$ cat src/core/buhde_pkg.sv
// Shared constants and types for the host data exchange of the serial bus controller.
// Assumes a 20 MHz system clock shared by both ends of the serial host link.
package buhde_pkg;

  // ****************************************************************
  // Timing.
  // ****************************************************************
  localparam int CLK_MHZ = 20;
  localparam int BYTE_US_M0 = 1580;
  localparam int BYTE_US_M1 = 400;
  localparam int BYTE_US_M2 = 290;
  localparam int BYTE_CYC_M0 = BYTE_US_M0 * CLK_MHZ;
  localparam int BYTE_CYC_M1 = BYTE_US_M1 * CLK_MHZ;
  localparam int BYTE_CYC_M2 = BYTE_US_M2 * CLK_MHZ;
  localparam logic [3:0] SCK_HALF_LAST = 4'h7;
  localparam logic [4:0] FRAME_LAST_BIT = 5'h0F;
  localparam logic [4:0] BYTE0_LAST_BIT = 5'h07;
  localparam logic [4:0] FRAME_BITS = 5'h10;

  // ****************************************************************
  // Buffers.
  // ****************************************************************
  localparam int RBUF_DEPTH = 20;
  localparam logic [4:0] RBUF_LAST = 5'h13;
  localparam logic [4:0] RBUF_HDR_BYTES = 5'h03;
  localparam int WBUF_DEPTH = 32;
  localparam logic [4:0] WBUF_SLAVE_DATA = 5'h01;
  localparam logic [4:0] WBUF_MASTER_DATA = 5'h02;

  // ****************************************************************
  // Link operations and commands.
  // ****************************************************************
  localparam logic [1:0] OP_WBUF_WRITE = 2'h0;
  localparam logic [1:0] OP_COMMAND = 2'h1;
  localparam logic [1:0] OP_READ_RET = 2'h2;
  localparam logic [1:0] OP_READ_RBUF = 2'h3;
  localparam logic [3:0] CMD_MASTER_REQUEST_FIRST = 4'h2;
  localparam logic [3:0] CMD_MASTER_REQUEST_CONTINUE = 4'h3;
  localparam logic [3:0] CMD_SLAVE_DATA_LOAD = 4'h5;
  localparam int CTRL_TX_BIT = 3;
  localparam logic [15:0] CTRL_AUTO_SET = 16'h0071;
  localparam logic [15:0] CTRL_STX_SET = 16'h0088;
  localparam logic [15:0] CTRL_SRX_SET = 16'hCC00;

  // ****************************************************************
  // Return codes.
  // ****************************************************************
  localparam logic [3:0] RET_TX_START = 4'h0;
  localparam logic [3:0] RET_TX_END = 4'h2;
  localparam logic [3:0] RET_TX_TERM = 4'h3;
  localparam logic [3:0] RET_MRX_START = 4'h4;
  localparam logic [3:0] RET_SRX_START = 4'h8;
  localparam logic [3:0] RET_BRX_START = 4'hC;
  localparam logic [3:0] RET_OFS_FULL = 4'h1;
  localparam logic [3:0] RET_OFS_END = 4'h2;
  localparam logic [3:0] RET_OFS_ABORT = 4'h3;
  localparam logic [3:0] RET_RESET = 4'h0;

  // ****************************************************************
  // Controller registers on the Avalon side.
  // ****************************************************************
  localparam logic [3:0] REG_FRAME = 4'h0;
  localparam logic [3:0] REG_STATUS = 4'h4;
  localparam int FRAME_OP_LSB = 8;
  localparam int STAT_BUSY_BIT = 0;
  localparam int STAT_IRQ_BIT = 1;
  localparam int STAT_ANS_LSB = 8;

  typedef enum logic [3:0] {
    ST_IDLE, ST_MPEND_TX, ST_MPEND_RX, ST_MTX, ST_STX_ARMED, ST_STX, ST_MRX, ST_SRX, ST_BRX
  } buhde_role_t;

endpackage

$ cat src/core/buhde_link_if.sv
// Serial host link between the controller end and the device end.
// Assumes both ends run on the same system clock; the link is sampled, not clocked.
`timescale 1ns/1ps
`default_nettype none
interface buhde_link_if;
  logic sck;
  logic sel_n;
  logic si;
  logic so;
  logic irq;
  modport host (output sck, output sel_n, output si, input so, input irq);
  modport dev (input sck, input sel_n, input si, output so, output irq);
endinterface
`default_nettype wire

$ cat src/core/buhde_device.sv
// Device end of the host data exchange: buffers, return codes and serial link slave.
// Assumes a bus layer on the same clock that reports frame events as one-cycle pulses.
//
// What this block does
// - Continue command resends all master bytes from the first
// - Host loads count and bytes, then slave command
// - Slave tx start posts code 0H with irq
// - Host writes later slave bytes before fetch
// - All bytes sent posts code 2H with irq
// - Transmit error posts code 3H with irq
// - Slave byte N fetched no earlier than N slots
// - Status and lock replies go out automatically
// - Master rx stores header, posts start, irq
// - Master reception start code is 4H
// - Each received byte appended to read buffer
// - Master rx 20 bytes posts 5H with irq
// - Master rx frame done posts 6H with irq
// - Master rx error posts 7H with irq
// - Master rx header readable at start code
// - Slave rx header stored, posts 8H with irq
// - Slave rx 20 bytes posts 9H with irq
// - Slave rx frame done posts AH with irq
// - Slave rx error posts BH with irq
// - Slave and broadcast header readable at start
// - Broadcast header stored, posts CH with irq
// - Broadcast full DH, end EH, error FH
// - Each new code overwrites the return code
// - Interrupt request drives the irq line high
//
// The Avalon-MM interface to the registers and the address map were decided locally.
`timescale 1ns/1ps
`default_nettype none
module buhde_device #(
  parameter int unsigned BYTE_CYC_M0 = buhde_pkg::BYTE_CYC_M0, // Slot length in mode 0.
  parameter int unsigned BYTE_CYC_M1 = buhde_pkg::BYTE_CYC_M1, // Slot length in mode 1.
  parameter int unsigned BYTE_CYC_M2 = buhde_pkg::BYTE_CYC_M2  // Slot length in mode 2.
) (
  input wire logic i_clk,             // System clock.
  input wire logic i_reset,           // Synchronous reset, active high.
  buhde_link_if.dev link,             // Serial link to the controller.
  input wire logic [1:0] i_mode,      // Bus speed mode of the frame.
  input wire logic i_ctrl_valid,      // Control bits received as slave.
  input wire logic [3:0] i_ctrl_bits, // Received control bits.
  input wire logic i_arb_won,         // Master address field won.
  input wire logic i_hdr_valid,       // Message length field acknowledged.
  input wire logic i_hdr_bcast,       // Header belongs to a broadcast.
  input wire logic [7:0] i_hdr_addr,  // Address of the far unit.
  input wire logic [3:0] i_hdr_ctrl,  // Control bits of the frame.
  input wire logic [7:0] i_hdr_len,   // Message length in bytes.
  input wire logic i_rx_valid,        // One data byte received.
  input wire logic [7:0] i_rx_byte,   // Received data byte.
  input wire logic i_tx_fetch,        // Bus layer wants the next byte.
  input wire logic i_tx_sent,         // One byte sent correctly.
  input wire logic i_comm_error,      // Frame halted by an error.
  output logic o_cmd_valid,           // Command pulse to the bus layer.
  output logic [3:0] o_cmd_code,      // Command code.
  output logic [3:0] o_cmd_ctrl,      // Control bits for a master request.
  output logic o_tx_valid,            // Transmit byte pulse.
  output logic [7:0] o_tx_byte,       // Transmit byte.
  output logic o_auto_reply           // Send status or lock address now.
);

  function automatic logic [4:0] rbuf_inc(input logic [4:0] p);
    return (p == buhde_pkg::RBUF_LAST) ? 5'h00 : p + 5'h01;
  endfunction

  function automatic logic [3:0] rx_base(input buhde_pkg::buhde_role_t r);
    case (r)
      buhde_pkg::ST_SRX: return buhde_pkg::RET_SRX_START;
      buhde_pkg::ST_BRX: return buhde_pkg::RET_BRX_START;
      default: return buhde_pkg::RET_MRX_START;
    endcase
  endfunction

  // ****************************************************************
  // Link sampling and framing.
  // ****************************************************************
  logic [2:0] sck_s_r;
  logic [2:0] sel_s_r;
  logic [1:0] si_s_r;
  logic [4:0] bit_cnt_r;
  logic [7:0] in_sh_r;
  logic [1:0] op_r;
  logic [7:0] ans_sh_r;
  logic so_r;
  logic [7:0] in_byte;
  logic sel_on;
  logic rise;
  logic fall;
  logic byte0_done;
  logic frame_done;

  always_ff @(posedge i_clk) begin
    if (i_reset) begin
      sck_s_r <= 3'h7;
      sel_s_r <= 3'h7;
      si_s_r <= 2'h0;
    end else begin
      sck_s_r <= {sck_s_r[1:0], link.sck};
      sel_s_r <= {sel_s_r[1:0], link.sel_n};
      si_s_r <= {si_s_r[0], link.si};
    end
  end

  assign sel_on = ~sel_s_r[1];
  assign rise = sck_s_r[1] & ~sck_s_r[2];
  assign fall = ~sck_s_r[1] & sck_s_r[2];
  assign in_byte = {in_sh_r[6:0], si_s_r[1]};
  assign byte0_done = sel_on & rise & (bit_cnt_r == buhde_pkg::BYTE0_LAST_BIT);
  assign frame_done = sel_on & rise & (bit_cnt_r == buhde_pkg::FRAME_LAST_BIT);

  always_ff @(posedge i_clk) begin
    if (i_reset) begin
      bit_cnt_r <= 5'h00;
      in_sh_r <= 8'h00;
      op_r <= 2'h0;
    end else if (!sel_on) begin
      bit_cnt_r <= 5'h00;
    end else if (rise) begin
      in_sh_r <= in_byte;
      bit_cnt_r <= bit_cnt_r + 5'h01;
      if (byte0_done) begin
        op_r <= in_byte[7:6];
      end
    end
  end

  // ****************************************************************
  // Buffers and return code.
  // ****************************************************************
  logic [7:0] wbuf [buhde_pkg::WBUF_DEPTH];
  logic [4:0] wbuf_wp_r;
  logic [7:0] rbuf [buhde_pkg::RBUF_DEPTH];
  logic [4:0] rbuf_wp_r;
  logic [4:0] rbuf_rp_r;
  logic [4:0] fill_r;
  logic [7:0] rx_cnt_r;
  logic [7:0] rx_len_r;
  logic [3:0] ret_code_r;
  logic irq_r;
  logic ret_read;
  logic rbuf_pop;
  logic cmd_hit;

  assign ret_read = byte0_done & (in_byte[7:6] == buhde_pkg::OP_READ_RET);
  assign rbuf_pop = byte0_done & (in_byte[7:6] == buhde_pkg::OP_READ_RBUF);
  assign cmd_hit = frame_done & (op_r == buhde_pkg::OP_COMMAND);

  always_ff @(posedge i_clk) begin
    if (i_reset) begin
      ans_sh_r <= 8'h00;
      so_r <= 1'b0;
    end else if (byte0_done) begin
      ans_sh_r <= ret_read ? {4'h0, ret_code_r} : (rbuf_pop ? rbuf[rbuf_rp_r] : 8'h00);
    end else if (sel_on && fall && bit_cnt_r >= buhde_pkg::FRAME_BITS - 5'h08) begin
      so_r <= ans_sh_r[7];
      ans_sh_r <= {ans_sh_r[6:0], 1'b0};
    end
  end

  // ****************************************************************
  // Role sequencing.
  // ****************************************************************
  buhde_pkg::buhde_role_t role_r;
  buhde_pkg::buhde_role_t role_nxt;
  logic post_en;
  logic [3:0] post_code;
  logic take_m;
  logic take_s;
  logic hdr_store;
  logic rx_store;
  logic tx_over;
  logic [7:0] tx_len_r;
  logic [7:0] tx_sent_r;

  always_comb begin
    role_nxt = role_r;
    post_en = 1'b0;
    post_code = ret_code_r;
    take_m = 1'b0;
    take_s = 1'b0;
    hdr_store = 1'b0;
    rx_store = 1'b0;
    tx_over = 1'b0;
    case (role_r)
      buhde_pkg::ST_MPEND_TX: begin
        if (i_comm_error) begin
          {post_en, post_code, tx_over} = {1'b1, buhde_pkg::RET_TX_TERM, 1'b1};
          role_nxt = buhde_pkg::ST_IDLE;
        end else if (i_arb_won) begin
          {post_en, post_code} = {1'b1, buhde_pkg::RET_TX_START};
          role_nxt = buhde_pkg::ST_MTX;
        end
      end
      buhde_pkg::ST_MPEND_RX: begin
        if (i_comm_error) begin
          {post_en, post_code} = {1'b1, buhde_pkg::RET_MRX_START | buhde_pkg::RET_OFS_ABORT};
          role_nxt = buhde_pkg::ST_IDLE;
        end else if (i_hdr_valid) begin
          {post_en, post_code, hdr_store} = {1'b1, buhde_pkg::RET_MRX_START, 1'b1};
          role_nxt = buhde_pkg::ST_MRX;
        end
      end
      buhde_pkg::ST_MTX, buhde_pkg::ST_STX: begin
        if (i_comm_error) begin
          {post_en, post_code, tx_over} = {1'b1, buhde_pkg::RET_TX_TERM, 1'b1};
          role_nxt = buhde_pkg::ST_IDLE;
        end else if (i_tx_sent && tx_sent_r + 8'h01 >= tx_len_r) begin
          {post_en, post_code, tx_over} = {1'b1, buhde_pkg::RET_TX_END, 1'b1};
          role_nxt = buhde_pkg::ST_IDLE;
        end
      end
      buhde_pkg::ST_MRX, buhde_pkg::ST_SRX, buhde_pkg::ST_BRX: begin
        if (i_comm_error) begin
          {post_en, post_code} = {1'b1, rx_base(role_r) | buhde_pkg::RET_OFS_ABORT};
          role_nxt = buhde_pkg::ST_IDLE;
        end else if (i_rx_valid) begin
          rx_store = 1'b1;
          if (rx_cnt_r + 8'h01 >= rx_len_r) begin
            {post_en, post_code} = {1'b1, rx_base(role_r) | buhde_pkg::RET_OFS_END};
            role_nxt = buhde_pkg::ST_IDLE;
          end else if (fill_r == buhde_pkg::RBUF_LAST) begin
            {post_en, post_code} = {1'b1, rx_base(role_r) | buhde_pkg::RET_OFS_FULL};
          end
        end
      end
      default: begin
        if (i_hdr_valid && i_hdr_bcast) begin
          {post_en, post_code, hdr_store} = {1'b1, buhde_pkg::RET_BRX_START, 1'b1};
          role_nxt = buhde_pkg::ST_BRX;
        end else if (i_hdr_valid && buhde_pkg::CTRL_SRX_SET[i_hdr_ctrl]) begin
          {post_en, post_code, hdr_store} = {1'b1, buhde_pkg::RET_SRX_START, 1'b1};
          role_nxt = buhde_pkg::ST_SRX;
        end else if (role_r == buhde_pkg::ST_STX_ARMED && i_ctrl_valid && buhde_pkg::CTRL_STX_SET[i_ctrl_bits]) begin
          {post_en, post_code} = {1'b1, buhde_pkg::RET_TX_START};
          role_nxt = buhde_pkg::ST_STX;
        end else if (cmd_hit && (in_byte[3:0] == buhde_pkg::CMD_MASTER_REQUEST_FIRST || in_byte[3:0] == buhde_pkg::CMD_MASTER_REQUEST_CONTINUE)) begin
          take_m = 1'b1;
          role_nxt = wbuf[0][buhde_pkg::CTRL_TX_BIT] ? buhde_pkg::ST_MPEND_TX : buhde_pkg::ST_MPEND_RX;
        end else if (cmd_hit && in_byte[3:0] == buhde_pkg::CMD_SLAVE_DATA_LOAD) begin
          take_s = 1'b1;
          role_nxt = buhde_pkg::ST_STX_ARMED;
        end
      end
    endcase
  end

  always_ff @(posedge i_clk) begin
    if (i_reset) begin
      role_r <= buhde_pkg::ST_IDLE;
      ret_code_r <= buhde_pkg::RET_RESET;
      irq_r <= 1'b0;
    end else begin
      role_r <= role_nxt;
      if (post_en) begin
        ret_code_r <= post_code;
      end
      if (post_en) begin
        irq_r <= 1'b1;
      end else if (ret_read) begin
        irq_r <= 1'b0;
      end
    end
  end

  always_ff @(posedge i_clk) begin
    if (i_reset) begin
      wbuf_wp_r <= 5'h00;
    end else if (tx_over || (take_m && !wbuf[0][buhde_pkg::CTRL_TX_BIT])) begin
      wbuf_wp_r <= 5'h00;
    end else if (frame_done && op_r == buhde_pkg::OP_WBUF_WRITE) begin
      wbuf[wbuf_wp_r] <= in_byte;
      wbuf_wp_r <= wbuf_wp_r + 5'h01;
    end
  end

  always_ff @(posedge i_clk) begin
    if (i_reset) begin
      {rbuf_wp_r, rbuf_rp_r, fill_r, rx_cnt_r, rx_len_r} <= '0;
    end else begin
      if (hdr_store) begin
        rbuf[0] <= i_hdr_addr;
        rbuf[1] <= {4'h0, i_hdr_ctrl};
        rbuf[2] <= i_hdr_len;
        {rbuf_wp_r, fill_r, rx_cnt_r, rx_len_r} <= {buhde_pkg::RBUF_HDR_BYTES, 5'h00, 8'h00, i_hdr_len};
      end else if (rx_store) begin
        rbuf[rbuf_wp_r] <= i_rx_byte;
        rbuf_wp_r <= rbuf_inc(rbuf_wp_r);
        fill_r <= rbuf_inc(fill_r);
        rx_cnt_r <= rx_cnt_r + 8'h01;
      end
      if (hdr_store) begin
        rbuf_rp_r <= 5'h00;
      end else if (rbuf_pop) begin
        rbuf_rp_r <= rbuf_inc(rbuf_rp_r);
      end
    end
  end

  // ****************************************************************
  // Transmit fetch with slave slot pacing.
  // ****************************************************************
  logic [4:0] tx_idx_r;
  logic [7:0] fetch_n_r;
  logic [7:0] slot_r;
  logic [31:0] slot_tmr_r;
  logic [31:0] slot_len;
  logic fetch_pend_r;
  logic fetch_go;
  logic tx_role;

  assign tx_role = (role_r == buhde_pkg::ST_MTX) || (role_r == buhde_pkg::ST_STX);
  assign slot_len = (i_mode == 2'h0) ? BYTE_CYC_M0 : ((i_mode == 2'h1) ? BYTE_CYC_M1 : BYTE_CYC_M2);
  assign fetch_go = fetch_pend_r && (role_r == buhde_pkg::ST_MTX || fetch_n_r < slot_r);

  always_ff @(posedge i_clk) begin
    if (i_reset || role_r != buhde_pkg::ST_STX) begin
      slot_tmr_r <= 32'h0000_0000;
      slot_r <= 8'h00;
    end else if (slot_tmr_r + 32'h0000_0001 >= slot_len) begin
      slot_tmr_r <= 32'h0000_0000;
      slot_r <= (slot_r == 8'hFF) ? slot_r : slot_r + 8'h01;
    end else begin
      slot_tmr_r <= slot_tmr_r + 32'h0000_0001;
    end
  end

  always_ff @(posedge i_clk) begin
    if (i_reset) begin
      {tx_idx_r, fetch_n_r, tx_len_r, tx_sent_r, fetch_pend_r} <= '0;
      {o_tx_valid, o_tx_byte, o_cmd_valid, o_cmd_code, o_cmd_ctrl, o_auto_reply} <= '0;
    end else begin
      o_cmd_valid <= take_m | take_s;
      o_cmd_code <= in_byte[3:0];
      o_auto_reply <= i_ctrl_valid & buhde_pkg::CTRL_AUTO_SET[i_ctrl_bits];
      if (take_m) begin
        o_cmd_ctrl <= wbuf[0][3:0];
        {tx_len_r, tx_idx_r, tx_sent_r, fetch_n_r} <= {wbuf[1], buhde_pkg::WBUF_MASTER_DATA, 16'h0000};
      end else if (take_s) begin
        {tx_len_r, tx_idx_r, tx_sent_r, fetch_n_r} <= {wbuf[0], buhde_pkg::WBUF_SLAVE_DATA, 16'h0000};
      end
      if (i_tx_sent && tx_role) begin
        tx_sent_r <= tx_sent_r + 8'h01;
      end
      o_tx_valid <= fetch_go;
      if (fetch_go) begin
        o_tx_byte <= wbuf[tx_idx_r];
        tx_idx_r <= tx_idx_r + 5'h01;
        fetch_n_r <= fetch_n_r + 8'h01;
        fetch_pend_r <= 1'b0;
      end else if (!tx_role) begin
        fetch_pend_r <= 1'b0;
      end else if (i_tx_fetch) begin
        fetch_pend_r <= 1'b1;
      end
    end
  end

  assign link.so = so_r;
  assign link.irq = irq_r;

endmodule // buhde_device
`default_nettype wire

$ cat src/flat_wrapper.sv
// flat-port wrapper written by rule: the top's interface ports become plain ports
module buhde_device_flat 
#(
  parameter int unsigned BYTE_CYC_M0 = buhde_pkg::BYTE_CYC_M0,                          
  parameter int unsigned BYTE_CYC_M1 = buhde_pkg::BYTE_CYC_M1,                          
  parameter int unsigned BYTE_CYC_M2 = buhde_pkg::BYTE_CYC_M2                           
)
  (i_clk, i_reset, i_mode, i_ctrl_valid, i_ctrl_bits, i_arb_won, i_hdr_valid, i_hdr_bcast, i_hdr_addr, i_hdr_ctrl, i_hdr_len, i_rx_valid, i_rx_byte, i_tx_fetch, i_tx_sent, i_comm_error, o_cmd_valid, o_cmd_code, o_cmd_ctrl, o_tx_valid, o_tx_byte, o_auto_reply, link_sck, link_sel_n, link_si, link_so, link_irq);
  buhde_link_if link_i ();
  input wire logic i_clk;
  input wire logic i_reset;
  input wire logic [1:0] i_mode;
  input wire logic i_ctrl_valid;
  input wire logic [3:0] i_ctrl_bits;
  input wire logic i_arb_won;
  input wire logic i_hdr_valid;
  input wire logic i_hdr_bcast;
  input wire logic [7:0] i_hdr_addr;
  input wire logic [3:0] i_hdr_ctrl;
  input wire logic [7:0] i_hdr_len;
  input wire logic i_rx_valid;
  input wire logic [7:0] i_rx_byte;
  input wire logic i_tx_fetch;
  input wire logic i_tx_sent;
  input wire logic i_comm_error;
  output logic o_cmd_valid;
  output logic [3:0] o_cmd_code;
  output logic [3:0] o_cmd_ctrl;
  output logic o_tx_valid;
  output logic [7:0] o_tx_byte;
  output logic o_auto_reply;
  input wire logic [$bits(link_i.sck)-1:0] link_sck;
  input wire logic [$bits(link_i.sel_n)-1:0] link_sel_n;
  input wire logic [$bits(link_i.si)-1:0] link_si;
  output wire logic [$bits(link_i.so)-1:0] link_so;
  output wire logic [$bits(link_i.irq)-1:0] link_irq;
  assign link_i.sck = link_sck;
  assign link_i.sel_n = link_sel_n;
  assign link_i.si = link_si;
  assign link_so = link_i.so;
  assign link_irq = link_i.irq;
  buhde_device #(.BYTE_CYC_M0(BYTE_CYC_M0), .BYTE_CYC_M1(BYTE_CYC_M1), .BYTE_CYC_M2(BYTE_CYC_M2)) u_core (.i_clk(i_clk), .i_reset(i_reset), .link(link_i), .i_mode(i_mode), .i_ctrl_valid(i_ctrl_valid), .i_ctrl_bits(i_ctrl_bits), .i_arb_won(i_arb_won), .i_hdr_valid(i_hdr_valid), .i_hdr_bcast(i_hdr_bcast), .i_hdr_addr(i_hdr_addr), .i_hdr_ctrl(i_hdr_ctrl), .i_hdr_len(i_hdr_len), .i_rx_valid(i_rx_valid), .i_rx_byte(i_rx_byte), .i_tx_fetch(i_tx_fetch), .i_tx_sent(i_tx_sent), .i_comm_error(i_comm_error), .o_cmd_valid(o_cmd_valid), .o_cmd_code(o_cmd_code), .o_cmd_ctrl(o_cmd_ctrl), .o_tx_valid(o_tx_valid), .o_tx_byte(o_tx_byte), .o_auto_reply(o_auto_reply));
endmodule
$ cat config.mk
export PLATFORM = sky130hd
export DESIGN_NAME = buhde_device_flat
export DESIGN_NICKNAME = d
export VERILOG_FILES = /design/src/core/buhde_pkg.sv /design/src/core/buhde_link_if.sv /design/src/core/buhde_device.sv /design/src/flat_wrapper.sv
export SDC_FILE = /design/constraint.sdc
export NUM_CORES = 1
export LEC_CHECK = 0
export BUFFER_PORTS_ARGS = -buffer_cell sky130_fd_sc_hd__buf_2
export CAP_MARGIN = 10
export CELL_PAD_IN_SITES_DETAIL_PLACEMENT = 0
export CELL_PAD_IN_SITES_GLOBAL_PLACEMENT = 1
export CORE_MARGIN = 1.5
export CORE_UTILIZATION = 35
export DETAILED_ROUTE_END_ITERATION = 10
export GPL_TIMING_DRIVEN = 0
export PLACE_DENSITY_LB_ADDON = 0.1
export SYNTH_ARGS = -nofsm -noshare
export SYNTH_HDL_FRONTEND = slang
export SYNTH_SLANG_ARGS = --single-unit
$ cat constraint.sdc
create_clock -name i_clk -period 4.4 [get_ports i_clk]
set_input_delay 0.44 -clock i_clk [delete_from_list [all_inputs] [get_ports i_clk]]
set_output_delay 0.44 -clock i_clk [all_outputs]
set_load 0.02 [all_outputs]
==> run summary <==
status -> complete, no violations
clock root cell -> clkbuf_16
Worst-Skew Late Latency -> 0.60 ns
initial antenna violation count -> 4
setup tns final -> 0 ns
top cells by area, synth -> edfxtp_1 (50%), dfxtp_1 (14%), mux4_2 (12%)
DRC viols -> 0
Tcrit/Tclk final -> 0.900
met1 GRT Util -> 0.274
met2 global-route usage -> 0.262
Clock Skews -> 0.0203 ns
largest family of logic cells by synthesized area -> multiplexers
vias in the first global route -> 14,700
Setup crit start kind -> flop
Worst Tran Pin Value -> 1.19 ns
post-DP HPWL -> 44.8 mm
Slew Limit Fails -> 0
# placed instances -> 2,714
GR met3 Demand/Resource -> 0.0320
Power Total -> 12,300 uW
core box area -> 70,000 um2
Post-DP Area -> 26,500 um2
cell with the most instances after synthesis -> edfxtp_1
WP data arrival -> 4.16 ns
Hold Crit Class -> in -> reg
Avg Cell Area, Syn -> 14.7 um2
Mapped Area -> 24,800 um2
Setup violations, final -> 0
asr flop ratio synth -> 0
Num CTS Buffers -> 68
CP delay by family, top -> simple AND/OR/NAND/NOR gates
detailed-route vias per instance -> 5.19
WP buf/inv -> 0
FF+latch count, synth -> 585
Syn. warnings -> 0
most frequent cell on the critical path -> nand2_1
hold_buf cts -> 0
final wirelength -> 65.4 mm
top_reg_cell synth -> edfxtp_1
Global Route Usage Sum -> 0.180
Max clock buf depth -> 3
Port Buffers -> 67
XOR/XNOR Fraction of Synth Area -> 0.0159
Max-slew headroom -> 0.201
Max-Cap Viols -> 0
Post-synth EDFFs -> 416
Clock transition at path regs -> 0.05 ns
crit-path max FO -> 9
non-filler instance count after layout -> 2,845
Leakage -> 0.00935 uW
Mapped Cells -> 1,684
Pwr Density -> 428 nW/um2
Synth Area in Adders -> 0.0262
Simple-Gate Fraction of Synth Area -> 0.0985
Compound-Gate Fraction of Synth Area -> 0.0559
GP Congestion -> 0.767
Seq/Total Area, Yosys -> 0.640
critical-path cell list -> or4b_2 -> o21ai_1 -> o21a_1 -> nand2_1 -> nor2_2 -> nand2_1 -> nor2_1
die area -> 72,400 um2
Peak VDD IR -> 0.220 mV
RSZ-0062 raised after global routing -> false
Area growth syn-to-layout -> 16.3%
detail-routed net length per standard cell -> 23.0 um
top cell type by total area after synthesis -> edfxtp_1
final count of hold timing violations -> 0
DR vias -> 14,800
Distinct cells, synth -> 79
Final #Nets -> 1,950
largest net degree at the start of global routing -> 40
H-tree depth -> 3
mux contribution to synthesized area -> 0.144
Starting Density -> 0.354
Chip Height -> 269 um
initial drt markers -> 1,204
Yosys top cell area share -> 0.504
slowest stage cell, crit path -> nor2_1
CTS tree -> done
final instance area -> 28,800 um2
first-pass GRT wire length -> 97.2 mm
Top-Level Pins -> 68
type of the worst setup path -> reg -> reg
Chip Width -> 269 um
Antenna diodes -> 0
Fin Hold WS -> 0.0433 ns
WP data required -> 4.60 ns
fmax -> 252 MHz
antenna viol nets, final -> 0
Most Crowded Layer GR -> met1
Max stage delay on crit path -> 0.95 ns
Synth top cells by count -> edfxtp_1 (416), dfxtp_1 (169), nor2_1 (137)
Pre-antenna DRT Iters -> 5
type of element capturing the critical path -> flop
Tmin final -> 3.96 ns
global route overflow -> 0
num rows -> 97
CTS sink cnt -> 585
share of layout cells above drive strength 1 -> 0.216
==> placed cells by master, fill, tap and decap left out, drive strengths merged, types with 47 or more instances in the layout <==
cell type and n:
edfxtp 416, nand3 55, inv 47, clkbuf 152
nand2 105, nor2 139, ha 52, buf 102
dfxtp 169, a21oi 66, mux4 128
==> cell type report <==
type                            count  area [um2]
Clock inverter                     30         220
Clock buffer                       94        1910
Fill cell                        6501       41200
Buffer                             79         314
Tap cell                          940        1180
Sequential cell                   585       15900
Multi-Input combinational cell    993        8590
Inverter                           43         161
Timing Repair Buffer               81         576
==> per-layer routing <==
| layer | up-vias | share of wire | wire length [um] |
|---|---|---|---|
| met5 | - | 0 | 0 |
| met4 | 0 | 0.016 | 1050 |
| met3 | 67 | 0.048 | 3160 |
| met1 | 7539 | 0.50 | 32800 |
| li1 | 6853 | - | - |
| met2 | 320 | 0.43 | 28400 |
==> worst paths after layout <==
check,depth (start not counted),slack (ns),endpoint,from
min,2,0.04,u_core.sck_s_r[0],link_sck
max reg2reg,7,0.44,u_core.rbuf[8][1],u_core.role_r[3]
max,7,0.44,u_core.rbuf[8][1],u_core.role_r[3]
min reg2reg,1,0.42,u_core.sel_s_r[1],u_core.sel_s_r[0]
==> state kept, by name, indices dropped and copies added (netlist names), 5 cells and up, named ones only <==
name / flops
u_core.o_tx_byte: 8
u_core.rbuf_wp_r: 5
u_core.wbuf: 256
u_core.bit_cnt_r: 5
u_core.in_sh_r: 7
u_core.wbuf_wp_r: 5
u_core.tx_idx_r: 5
u_core.ans_sh_r: 8
u_core.rx_len_r: 8
u_core.rbuf_rp_r: 5
u_core.rx_cnt_r: 8
u_core.slot_tmr_r: 32
u_core.fetch_n_r: 8
u_core.slot_r: 8
u_core.tx_len_r: 8
u_core.rbuf: 160
u_core.fill_r: 5
u_core.tx_sent_r: 8
==> per-stage QoR <==
stage | util | worst slack, ns
global placement | 0.376 | -0.438
finish | 0.412 | 0.439
detailed placement | 0.379 | -0.480
CTS | 0.411 | 0.501
global route | 0.412 | 0.244
floorplan | - | 1.29
==> timing repair <==
item | 4_1_cts | 5_1_grt
buffers inserted | 4 | 0
setup endpoints to repair | 256 | 0
hold endpoints to repair | 0 | 0
gates resized for setup | 33 | 0
==> report_power, final <==
group | internal, uW | switching (uW)
sequential | 5960 | 80.4
combinational | 318 | 529
clock | 3180 | 2270
total | 9450 | 2880
==> kinds of logic (layout without fill, tap and decap cells) <==
logic type,after synthesis,count (layout)
flops,585,585
simple gates,482,482
compound gates,205,205
mux,192,192
buf+inv,122,327
fa+ha+maj,52,52
xor+xnor,45,45
other cells,1,17
Note: power is estimated with default switching activity, not from simulation.
